File: config.mk
export PLATFORM = sky130hd
export DESIGN_NAME = dsm_sequencer
export DESIGN_NICKNAME = d
export VERILOG_FILES = /design/src/core/dsm_pkg.sv /design/src/core/dsm_sequencer.sv /design/src/core/dsm_command_select.sv
export VERILOG_INCLUDE_DIRS = /design/src /design/src/core
export SDC_FILE = /design/constraint.sdc
export NUM_CORES = 1
export LEC_CHECK = 0
export BUFFER_PORTS_ARGS = -buffer_cell sky130_fd_sc_hd__buf_4
export CAP_MARGIN = 20
export CORE_MARGIN = 8
export CORE_UTILIZATION = 49
export CTS_CLUSTER_DIAMETER = 50
export DETAILED_ROUTE_END_ITERATION = 16
export PLACE_DENSITY = 0.88
export SYNTH_ARGS = -nofsm -noshare
export SYNTH_HDL_FRONTEND = slang
export SYNTH_SLANG_ARGS = --single-unit
File: constraint.sdc
create_clock -name clk -period 4.57 [get_ports clk]
set_input_delay 0.914 -clock clk [delete_from_list [all_inputs] [get_ports clk]]
set_output_delay 0.914 -clock clk [all_outputs]
set_load 0.005 [all_outputs]
File: src/core/dsm_regs.svh
`ifndef DSM_REGS_SVH
`define DSM_REGS_SVH

// Command word bit positions
`define DSM_CMD_SWITCH_ON      0
`define DSM_CMD_ENABLE_VOLTAGE 1
`define DSM_CMD_QS_INACTIVE    2
`define DSM_CMD_ENABLE_OP      3
`define DSM_CMD_FAULT_RESET    7
`define DSM_CMD_EXT_FAULT      8
`define DSM_CMD_NET_CONTROL    10
`define DSM_CMD_NET_REF        11
`define DSM_CMD_JOG            12
`define DSM_CMD_REVERSE        13
`define DSM_CMD_AUTO_INIT      14
`define DSM_CMD_EDGE_START     15

// Status word bit positions
`define DSM_STS_READY          0
`define DSM_STS_SWITCHED_ON    1
`define DSM_STS_OP_ENABLED     2
`define DSM_STS_FAULTED        3
`define DSM_STS_VOLTAGE        4
`define DSM_STS_QS_INACTIVE    5
`define DSM_STS_SO_DISABLED    6
`define DSM_STS_NET_CONTROL    9
`define DSM_STS_JOG            12
`define DSM_STS_REVERSE        13
`define DSM_STS_NET_REF        14
`define DSM_STS_STOPPING       15

// Source merge masks, unused bit masks and reset value
`define DSM_NET_AND_MASK       16'h0007
`define DSM_NET_OR_MASK        16'h0100
`define DSM_LOCAL_APP_MASK     16'h0107
`define DSM_CMD_UNUSED_MASK    16'h0200
`define DSM_STS_UNUSED_MASK    16'h0D80
`define DSM_WORD_RESET         16'h0000

`endif

File: src/core/dsm_pkg.sv
package dsm_pkg;

	// Sequencing states, values as reported
	typedef enum logic [2:0] {
		DSM_NOT_READY     = 3'b000,
		DSM_SO_DISABLED   = 3'b001,
		DSM_READY         = 3'b010,
		DSM_SWITCHED_ON   = 3'b011,
		DSM_OP_ENABLED    = 3'b100,
		DSM_QS_ACTIVE     = 3'b101,
		DSM_FAULT_REACT   = 3'b110,
		DSM_FAULTED       = 3'b111
	} dsm_state_t;

	// Selectable control source
	typedef enum logic [1:0] {
		DSM_SRC_NETWORK   = 2'b00,
		DSM_SRC_APP       = 2'b01,
		DSM_SRC_LOCAL     = 2'b10
	} dsm_source_t;

	// Whole register state of the sequencer
	typedef struct packed {
		dsm_state_t  state;
		logic [15:0] command;
		logic [15:0] status;
		logic        prev_fault_reset;
		logic        prev_enable_op;
		logic        prev_trip;
		logic        run;
		logic        jog;
		logic        reverse;
		logic        net_ref;
	} dsm_regs_t;

endpackage

File: src/core/dsm_sequencer.sv
`timescale 1ns/1ns
`include "dsm_regs.svh"


module dsm_sequencer
	import dsm_pkg::*;
(
	// Clock and reset
	input  wire logic        clk,
	input  wire logic        reset_n,
	// Command sources
	input  wire logic [15:0] network_command_word,
	input  wire logic [15:0] application_command_word,
	input  wire logic [15:0] local_keypad_word,
	input  wire dsm_source_t control_source_select,
	// Drive events
	input  wire logic        init_complete,
	input  wire logic        drive_trip,
	input  wire logic        fault_present,
	input  wire logic        line_supply_present,
	input  wire logic        stop_complete,
	input  wire logic        shutdown_complete,
	input  wire logic        quick_stop_complete,
	input  wire logic        fault_reaction_complete,
	// Read-only words
	output logic      [15:0] effective_command_word,
	output logic      [15:0] sequencer_status_word,
	output logic      [2:0]  sequencing_state,
	// Motor control requests
	output logic             run_enable,
	output logic             jog_select,
	output logic             reverse_select,
	output logic             network_reference_select
);

	// Command classes, decoded from the registered command word
	function automatic logic cmd_disable_voltage(input logic [15:0] w);
		cmd_disable_voltage = ~w[`DSM_CMD_ENABLE_VOLTAGE];
	endfunction

	function automatic logic cmd_quick_stop(input logic [15:0] w);
		cmd_quick_stop = w[`DSM_CMD_ENABLE_VOLTAGE] &
			~w[`DSM_CMD_QS_INACTIVE];
	endfunction

	function automatic logic cmd_shutdown(input logic [15:0] w);
		cmd_shutdown = w[`DSM_CMD_ENABLE_VOLTAGE] &
			w[`DSM_CMD_QS_INACTIVE] &
			(~w[`DSM_CMD_SWITCH_ON] | w[`DSM_CMD_AUTO_INIT]);
	endfunction

	function automatic logic cmd_switch_on(input logic [15:0] w);
		cmd_switch_on = w[`DSM_CMD_ENABLE_VOLTAGE] &
			w[`DSM_CMD_QS_INACTIVE] &
			w[`DSM_CMD_SWITCH_ON];
	endfunction

	dsm_regs_t   regs_reg;
	dsm_regs_t   regs_next;
	logic [15:0] merged_command;
	logic        network_active;
	logic [15:0] cmd;
	logic        trip_level;
	logic        trip_event;
	logic        reset_edge;
	logic        enable_edge;
	logic        enable_ok;
	logic        op_enabled;

	// Source merging kept apart so the state logic sees one word
	dsm_command_select u_select (
		.network_command_word     (network_command_word),
		.application_command_word (application_command_word),
		.local_keypad_word        (local_keypad_word),
		.control_source_select    (control_source_select),
		.merged_command_word      (merged_command),
		.network_source_active    (network_active)
	);

	// Decisions use the registered word; costs one cycle, avoids
	// a long path from the source pins straight into the state flops
	assign cmd = regs_reg.command;

	// External trip joins the drive trip; only a new trip counts
	assign trip_level = drive_trip | cmd[`DSM_CMD_EXT_FAULT];
	assign trip_event = trip_level & ~regs_reg.prev_trip;

	// Fault reset acts on the 0 to 1 transition only
	assign reset_edge = cmd[`DSM_CMD_FAULT_RESET] &
		~regs_reg.prev_fault_reset;

	// Edge-start guards against an unexpected motor start
	assign enable_edge = cmd[`DSM_CMD_ENABLE_OP] &
		~regs_reg.prev_enable_op;
	assign enable_ok = cmd[`DSM_CMD_EDGE_START] ?
		enable_edge : cmd[`DSM_CMD_ENABLE_OP];

	// Next state and next register copy
	always_comb begin
		regs_next = regs_reg;
		regs_next.command = merged_command;
		regs_next.prev_fault_reset = cmd[`DSM_CMD_FAULT_RESET];
		regs_next.prev_enable_op = cmd[`DSM_CMD_ENABLE_OP];
		regs_next.prev_trip = trip_level;

		if (trip_event &&
			regs_reg.state != DSM_FAULT_REACT) begin
			regs_next.state = DSM_FAULT_REACT;
		end else begin
			case (regs_reg.state)
				DSM_NOT_READY: begin
					if (init_complete) begin
						regs_next.state = DSM_SO_DISABLED;
					end
				end
				DSM_SO_DISABLED: begin
					if (cmd_shutdown(cmd)) begin
						regs_next.state = DSM_READY;
					end
				end
				DSM_READY: begin
					if (cmd_disable_voltage(cmd) ||
						cmd_quick_stop(cmd)) begin
						regs_next.state = DSM_SO_DISABLED;
					end else if (cmd_switch_on(cmd)) begin
						regs_next.state = DSM_SWITCHED_ON;
					end
				end
				DSM_SWITCHED_ON: begin
					if (cmd_disable_voltage(cmd) ||
						cmd_quick_stop(cmd)) begin
						regs_next.state = DSM_SO_DISABLED;
					end else if (~cmd[`DSM_CMD_SWITCH_ON]) begin
						regs_next.state = DSM_READY;
					end else if (enable_ok) begin
						regs_next.state = DSM_OP_ENABLED;
					end
				end
				DSM_OP_ENABLED: begin
					if (cmd_disable_voltage(cmd)) begin
						regs_next.state = DSM_SO_DISABLED;
					end else if (cmd_quick_stop(cmd)) begin
						regs_next.state = DSM_QS_ACTIVE;
					end else if (~cmd[`DSM_CMD_SWITCH_ON] &&
						shutdown_complete) begin
						regs_next.state = DSM_READY;
					end else if (~cmd[`DSM_CMD_ENABLE_OP] &&
						stop_complete) begin
						regs_next.state = DSM_SWITCHED_ON;
					end
				end
				DSM_QS_ACTIVE: begin
					if (quick_stop_complete ||
						cmd_disable_voltage(cmd)) begin
						regs_next.state = DSM_SO_DISABLED;
					end
				end
				DSM_FAULT_REACT: begin
					if (fault_reaction_complete ||
						cmd_disable_voltage(cmd)) begin
						regs_next.state = DSM_FAULTED;
					end
				end
				DSM_FAULTED: begin
					if (reset_edge && !fault_present &&
						!trip_level) begin
						regs_next.state = DSM_SO_DISABLED;
					end
				end
				default: begin
					regs_next.state = DSM_NOT_READY;
				end
			endcase
		end

		// Run, jog and reverse follow the next state so they line up; net_ref follows the command bit alone
		op_enabled = (regs_next.state == DSM_OP_ENABLED);
		regs_next.run = op_enabled &
			regs_next.command[`DSM_CMD_ENABLE_OP];
		regs_next.jog = regs_next.run &
			regs_next.command[`DSM_CMD_JOG];
		regs_next.reverse = regs_next.run &
			regs_next.command[`DSM_CMD_REVERSE];
		regs_next.net_ref =
			regs_next.command[`DSM_CMD_NET_REF];

		// Status is rebuilt every cycle whatever the source
		regs_next.status = `DSM_WORD_RESET;
		regs_next.status[`DSM_STS_READY] =
			(regs_next.state == DSM_READY) |
			(regs_next.state == DSM_SWITCHED_ON) |
			op_enabled |
			(regs_next.state == DSM_QS_ACTIVE);
		regs_next.status[`DSM_STS_SWITCHED_ON] =
			(regs_next.state == DSM_SWITCHED_ON) |
			op_enabled;
		regs_next.status[`DSM_STS_OP_ENABLED] =
			op_enabled;
		regs_next.status[`DSM_STS_SO_DISABLED] =
			(regs_next.state == DSM_SO_DISABLED);
		regs_next.status[`DSM_STS_FAULTED] =
			(regs_next.state == DSM_FAULT_REACT) |
			(regs_next.state == DSM_FAULTED);
		regs_next.status[`DSM_STS_VOLTAGE] =
			line_supply_present;
		regs_next.status[`DSM_STS_QS_INACTIVE] =
			(regs_next.state != DSM_QS_ACTIVE);
		regs_next.status[`DSM_STS_STOPPING] =
			(op_enabled &
			 ~regs_next.command[`DSM_CMD_ENABLE_OP]) |
			(regs_next.state == DSM_QS_ACTIVE);
		regs_next.status[`DSM_STS_NET_CONTROL] =
			network_active;
		regs_next.status[`DSM_STS_JOG] =
			regs_next.command[`DSM_CMD_JOG];
		regs_next.status[`DSM_STS_REVERSE] =
			regs_next.command[`DSM_CMD_REVERSE];
		regs_next.status[`DSM_STS_NET_REF] =
			regs_next.command[`DSM_CMD_NET_REF];
		regs_next.status = regs_next.status &
			~`DSM_STS_UNUSED_MASK;
	end

	// Single register bank for all sequencer state
	always_ff @(posedge clk or negedge reset_n) begin
		if (!reset_n) begin
			regs_reg.state <= DSM_NOT_READY;
			regs_reg.command <= `DSM_WORD_RESET;
			regs_reg.status <= `DSM_WORD_RESET;
			regs_reg.prev_fault_reset <= 1'b0;
			regs_reg.prev_enable_op <= 1'b0;
			regs_reg.prev_trip <= 1'b0;
			regs_reg.run <= 1'b0;
			regs_reg.jog <= 1'b0;
			regs_reg.reverse <= 1'b0;
			regs_reg.net_ref <= 1'b0;
		end else begin
			regs_reg <= regs_next;
		end
	end

	// Outputs taken straight from the flops
	assign effective_command_word = regs_reg.command;
	assign sequencer_status_word = regs_reg.status;
	assign sequencing_state = regs_reg.state;
	assign run_enable = regs_reg.run;
	assign jog_select = regs_reg.jog;
	assign reverse_select = regs_reg.reverse;
	assign network_reference_select = regs_reg.net_ref;

endmodule // dsm_sequencer

File: src/core/dsm_command_select.sv
`timescale 1ns/1ns
`include "dsm_regs.svh"

module dsm_command_select
	import dsm_pkg::*;
(
	// Command sources
	input  wire logic [15:0] network_command_word,
	input  wire logic [15:0] application_command_word,
	input  wire logic [15:0] local_keypad_word,
	input  wire dsm_source_t control_source_select,
	// Merged result
	output logic      [15:0] merged_command_word,
	output logic             network_source_active
);

	logic [15:0] net_merged;
	logic [15:0] local_merged;
	logic [15:0] chosen;

	// Network wins when selected or when the application hands over
	assign network_source_active =
		(control_source_select == DSM_SRC_NETWORK) |
		((control_source_select == DSM_SRC_APP) &
		 application_command_word[`DSM_CMD_NET_CONTROL]);

	// Application keeps a veto on the stop bits and can force a trip
	assign net_merged =
		(network_command_word &
		 ~(`DSM_NET_AND_MASK | `DSM_NET_OR_MASK)) |
		(network_command_word & application_command_word &
		 `DSM_NET_AND_MASK) |
		((network_command_word | application_command_word) &
		 `DSM_NET_OR_MASK);

	// Keypad drives the rest, safety bits stay with the application
	assign local_merged =
		(local_keypad_word & ~`DSM_LOCAL_APP_MASK) |
		(application_command_word & `DSM_LOCAL_APP_MASK);

	// Pick the source, unused bit always reads zero
	always_comb begin
		if (control_source_select == DSM_SRC_LOCAL) begin
			chosen = local_merged;
		end else if (network_source_active) begin
			chosen = net_merged;
		end else begin
			chosen = application_command_word;
		end
		merged_command_word = chosen & ~`DSM_CMD_UNUSED_MASK;
	end

endmodule // dsm_command_select

==> After elaboration in Yosys (flattened, before gate mapping) <==
Index checks and enable logic that the tools add are counted.
W data, S select, Z words.
{ "op_classes": {"n_eq_ne": 18, "muxes": 19, "n_bitwise": 34, "reduce_logical": 12} }
{ "op_table": {"columns": ["operator", "n"], "rows": [
  ["$mux W3", 15],
  ["$mux W16", 2],
  ["$or A16 B9 Y16", 2],
  ["$eq A3 B3 Y1 const B", 8],
  ["$pmux W3 S8", 1],
  ["$or A16 B3 Y16", 1],
  ["$and A1 B1 Y1", 12],
  ["$eq A3 B2 Y1 const B", 4],
  ["$or A1 B1 Y1", 9],
  ["$or A9 B9 Y9", 1],
  ["$not A1 Y1", 8],
  ["$eq A3 B1 Y1 const B", 2],
  ["$ne A3 B3 Y1 const B", 2],
  ["$logic_and A1 B1 Y1", 5],
  ["$and A3 B3 Y3", 1],
  ["$logic_not A3 Y1", 1],
  ["$logic_or A1 B1 Y1", 3],
  ["$eq A2 B1 Y1 const B", 1],
  ["$eq A2 B2 Y1 const B", 1],
  ["$logic_not A1 Y1", 2],
  ["$logic_not A2 Y1", 1],
  ["$mux W1", 1]
]} }
{ "word_totals": {"register_bits": 37, "word_cells": 93} }

==> Longest topological paths before layout <==
{ "logic_depth": {"depth_word": 12, "depth_mapped": 6, "depth_no_buf": 5} }

==> Hierarchy <==
Synthesis repeated with hierarchy kept, for this count alone.
{ "unflattened": {"cells_unflattened": 174, "area_unflattened_um2": 1851.8} }
{ "modules_own_cells": {"columns": ["mod", "instances", "cells_each", "area_per_inst_um2"], "rows": [
  ["dsm_sequencer", 1, 128, 1492.7],
  ["dsm_command_select", 1, 46, 359.1]
]} }

==> Worst setup path after synthesis <==
No wires, ideal clock.
{ "synth_path": {"path_type": "input to register", "from": "in shutdown_complete", "to": "reg regs_reg (netlist bit sequencer_status_word[1])", "setup_time_ps": 92, "arrival_time_ps": 1926, "path_slack_ps": 2553, "stages": 5, "n_path_buf": 0, "cell_sequence": "nor2b_2 > o311ai_4 > o2111ai_4 > a21o_1 > o31ai_2"} }
{ "synth_rtl": {"columns": ["element", "line", "rtl"], "rows": [
  ["from (decl)", "dsm_sequencer.sv:22", "input wire logic shutdown_complete,"],
  ["to (signal assigned)", "dsm_sequencer.sv:238", "regs_reg <= regs_next;"],
  ["to (decl)", "dsm_sequencer.sv:58", "dsm_regs_t regs_reg;"]
]} }

==> summary.md <==
| Metric | Value |
|---|---|
| CTS root buf | `clkbuf_8` |
| EDFF count, synth | `0` |
| TritonRoute pass-1 iters | `4` |
| Syn. warnings | `0` |
| Sequential cell fraction of total power | `0.423` |
| Largest cells by area after synthesis | `dfrtp_1 (43%), buf_4 (14%), nand2b_1 (3.9%)` |
| Critical-path top delay cell | `o221ai_2` |
| CTS clk-pin slew, worst paths | `0.07 ns` |
| Post-cts resize count | `0` |
| Most common cell type on the critical path | `nand2b_1` |
| Largest net degree at the start of global routing | `34` |
| Initial antenna violation count | `0` |
| Routed len/inst | `15.3 µm` |
| DR vias/cell | `5.01` |
| Post-route ant nets | `0` |
| Worst-case clock skew | `0.00729 ns` |
| Tcrit/Tclk final | `0.456` |
| GP Congestion | `0.837` |
| Register area | `826 µm²` |
| DRT iter0 DRCs | `50` |
| Status | `completed` |
| Setup violators final | `0` |
| RSZ-0062 raised after global routing | `false` |
| First-pass GRT wire length | `7.34 mm` |
| Crit. End Element | `flip-flop` |
| Clk sinks | `33` |
| Max Freq | `0.479 GHz` |
| Worst setup path category | `in2reg` |
| Worst Setup Start Kind | `primary input` |
| Worst path max stage delay | `0.46 ns` |
| Max Cap Viol | `0` |
| Top delay family on crit path | `compound AO/OA/AOI/OAI gates` |
| Worst min-delay path class | `reg2reg` |
| Placed insts | `282` |
| Synthesized area per cell | `10.3 µm²` |
| Hold Vio Cnt, Final | `0` |
| Total number of vias | `1447` |
| Clk buf depth | `2` |
| ANT cells | `0` |
| CTS tree | `done` |
| Fin Setup TNS | `0 ns` |
| Tmin final | `2.09 ns` |
| Worst Tran Pin Value | `0.595 ns` |
| Vias in the first global route | `1587` |
| Multi-input gate area | `774 µm²` |
| # DRC | `0` |
| Fraction of layout cells with a size suffix above 1 | `0.465` |
| Ys async rst share | `1.00` |
| Post-synth cell types | `47` |
| Worst Path Max Fanout | `14` |
| # hold bufs at CTS | `0` |
| Area delta synth->final | `26.0%` |
| Worst VDD drop | `170 µV` |
| Total grt overflow | `0` |
| Synthesized flop and latch total | `33` |
| Power Internal | `0.601 mW` |
| IO buf count | `86` |
| GRT Overall Usage | `0.150` |
| Total CTS buffers | `5` |
| Hold_ws | `0.410 ns` |
| Combinational group share of total power | `0.330` |
| Mapped Cells | `186` |
| CP required | `4.76 ns` |
| Pins over their slew limit | `0` |
| NetSw | `0.279 mW` |
| Nets | `301` |
| Drt total wl | `4.42 mm` |
| Sequential fraction of the synthesis area | `0.430` |
| H-tree levels | `2` |
| Clk_lat worst skew | `0.28 ns` |
| # IOs | `99` |
| Crit path buf inv count | `1` |
| Crit-path cells | `buf_4 -> nand2b_1 -> nand2b_1 -> o221ai_2 -> nand3_1 -> a21oi_1` |
| Sw Share | `0.318` |
| HPWL after detailed placement | `3.61 mm` |
| Die height | `78.6 µm` |
| Die W | `78.6 µm` |
| Initial Util | `0.517` |
| Die ar. | `6180 µm²` |
| Slew HR | `0.603` |
| Pwr Density | `363 nW/µm²` |
| Top cell type's share of synthesized area | `0.430` |
| Ys flop type | `dfrtp_1` |
| Pleak | `1.16 nW` |
| Row count | `22` |
| Core ar. | `3720 µm²` |
| Fill cells | `321` |
| Finished Layout Cells | `289` |
| Post-CTS Setup Repair Bufs | `0` |
| WP data arrival | `2.28 ns` |
| Synth area leader | `dfrtp_1` |
| Synthesized area | `1920 µm²` |
| Clock power share | `0.246` |
## Yosys cell counts, types with 3 or more instances
| master | n |
|---|---|
| a21o_1 | 3 |
| a21oi_1 | 11 |
| buf_4 | 36 |
| dfrtp_1 | 33 |
| inv_1 | 7 |
| nand2_1 | 6 |
| nand2b_1 | 12 |
| nor2_1 | 16 |
| o21a_1 | 3 |
| o21ai_0 | 7 |
| o22ai_1 | 9 |
## cells by family (layout without fill, tap and decap cells)
| family | after synthesis | count (layout) | share of synthesized area |
|---|---|---|---|
| AO/OA/AOI/OAI | 48 | 48 | 0.204 |
| buffers and inverters | 49 | 100 | 0.175 |
| flip-flops | 33 | 33 | 0.430 |
| multiplexers | 1 | 1 | 0.00521 |
| other | 1 | 5 | 0.00195 |
| AND/OR/NAND/NOR | 54 | 54 | 0.184 |
## routing by layer
layer / up-vias / share of wire / wire [µm] / GRT usage
met2: 62 / 0.50 / 2200 / 0.248
met3: 2 / 0.11 / 469 / 0.0843
met4: 0 / 0.0063 / 28 / 0.0519
li1: 712 / - / - / -
met5: - / 0 / 0 / 0
met1: 671 / 0.39 / 1720 / 0.156
## power by group through the flow
stage	logic (mW)	registers (mW)	clock network, mW
detailed placement	0.294	0.378	0
global placement	0.286	0.377	0
global route	0.322	0.379	0.239
finish	0.291	0.372	0.217
floorplan	0.258	0.350	0
CTS	0.294	0.373	0.224
## area by class of cell
| type | count | area share |
|---|---|---|
| clock inverter | 1 | 0.00310 |
| inverter | 7 | 0.0108 |
| sequential | 33 | 0.341 |
| multi-input combinational | 108 | 0.320 |
| clock buffer | 6 | 0.0341 |
| timing repair buffer | 86 | 0.267 |
| tap | 48 | 0.0248 |
## final timing paths
check | cells past startpoint | endpoint | slack, ns | startpoint
setup / recovery | 6 | sequencer_status_word[15]$_DFF_PN0_ | 2.48 | application_command_word[10]
hold / removal | 0 | regs_reg[6]$_DFF_PN0_ | 0.41 | effective_command_word[7]$_DFF_PN0_
setup reg to reg | 5 | sequencer_status_word[6]$_DFF_PN0_ | 2.81 | sequencing_state[2]$_DFF_PN0_
hold reg to reg | 0 | regs_reg[6]$_DFF_PN0_ | 0.41 | effective_command_word[7]$_DFF_PN0_
max in group asynchronous | 1 | run_enable$_DFF_PN0_ | 3.70 | reset_n
min in group asynchronous | 1 | effective_command_word[8]$_DFF_PN0_ | 0.57 | reset_n
## layout by cell type (no fill, tap or decap), types with 2 or more instances in the layout
| master | netlist | routed |
|---|---|---|
| buf_4 | 36 | 86 |
| dfrtp_1 | 33 | 33 |
| nor2_1 | 16 | 16 |
| nand2b_1 | 12 | 12 |
| a21oi_1 | 11 | 11 |
| o22ai_1 | 9 | 9 |
| inv_1 | 7 | 7 |
| o21ai_0 | 7 | 7 |
| nand2_1 | 6 | 6 |
| clkbuf_8 | 0 | 6 |
| conb_1 | 1 | 5 |
| a21o_1 | 3 | 3 |
| o21a_1 | 3 | 3 |
| o21ai_1 | 2 | 2 |
| nor2_2 | 2 | 2 |
| nand3_1 | 2 | 2 |
| nor4_2 | 2 | 2 |
## metrics by stage
step / setup WS [ns] / power (mW) / instance area, µm² / util
finish: 2.48 / 0.880 / 2420 / 0.652
global route: 2.37 / 0.940 / 2420 / 0.652
floorplan: 2.55 / 0.607 / 1940 / -
detailed placement: 2.20 / 0.672 / 2330 / 0.628
global placement: 2.22 / 0.663 / 2330 / 0.628
CTS: 2.49 / 0.891 / 2420 / 0.652
Note: power is estimated with default switching activity, not from simulation.
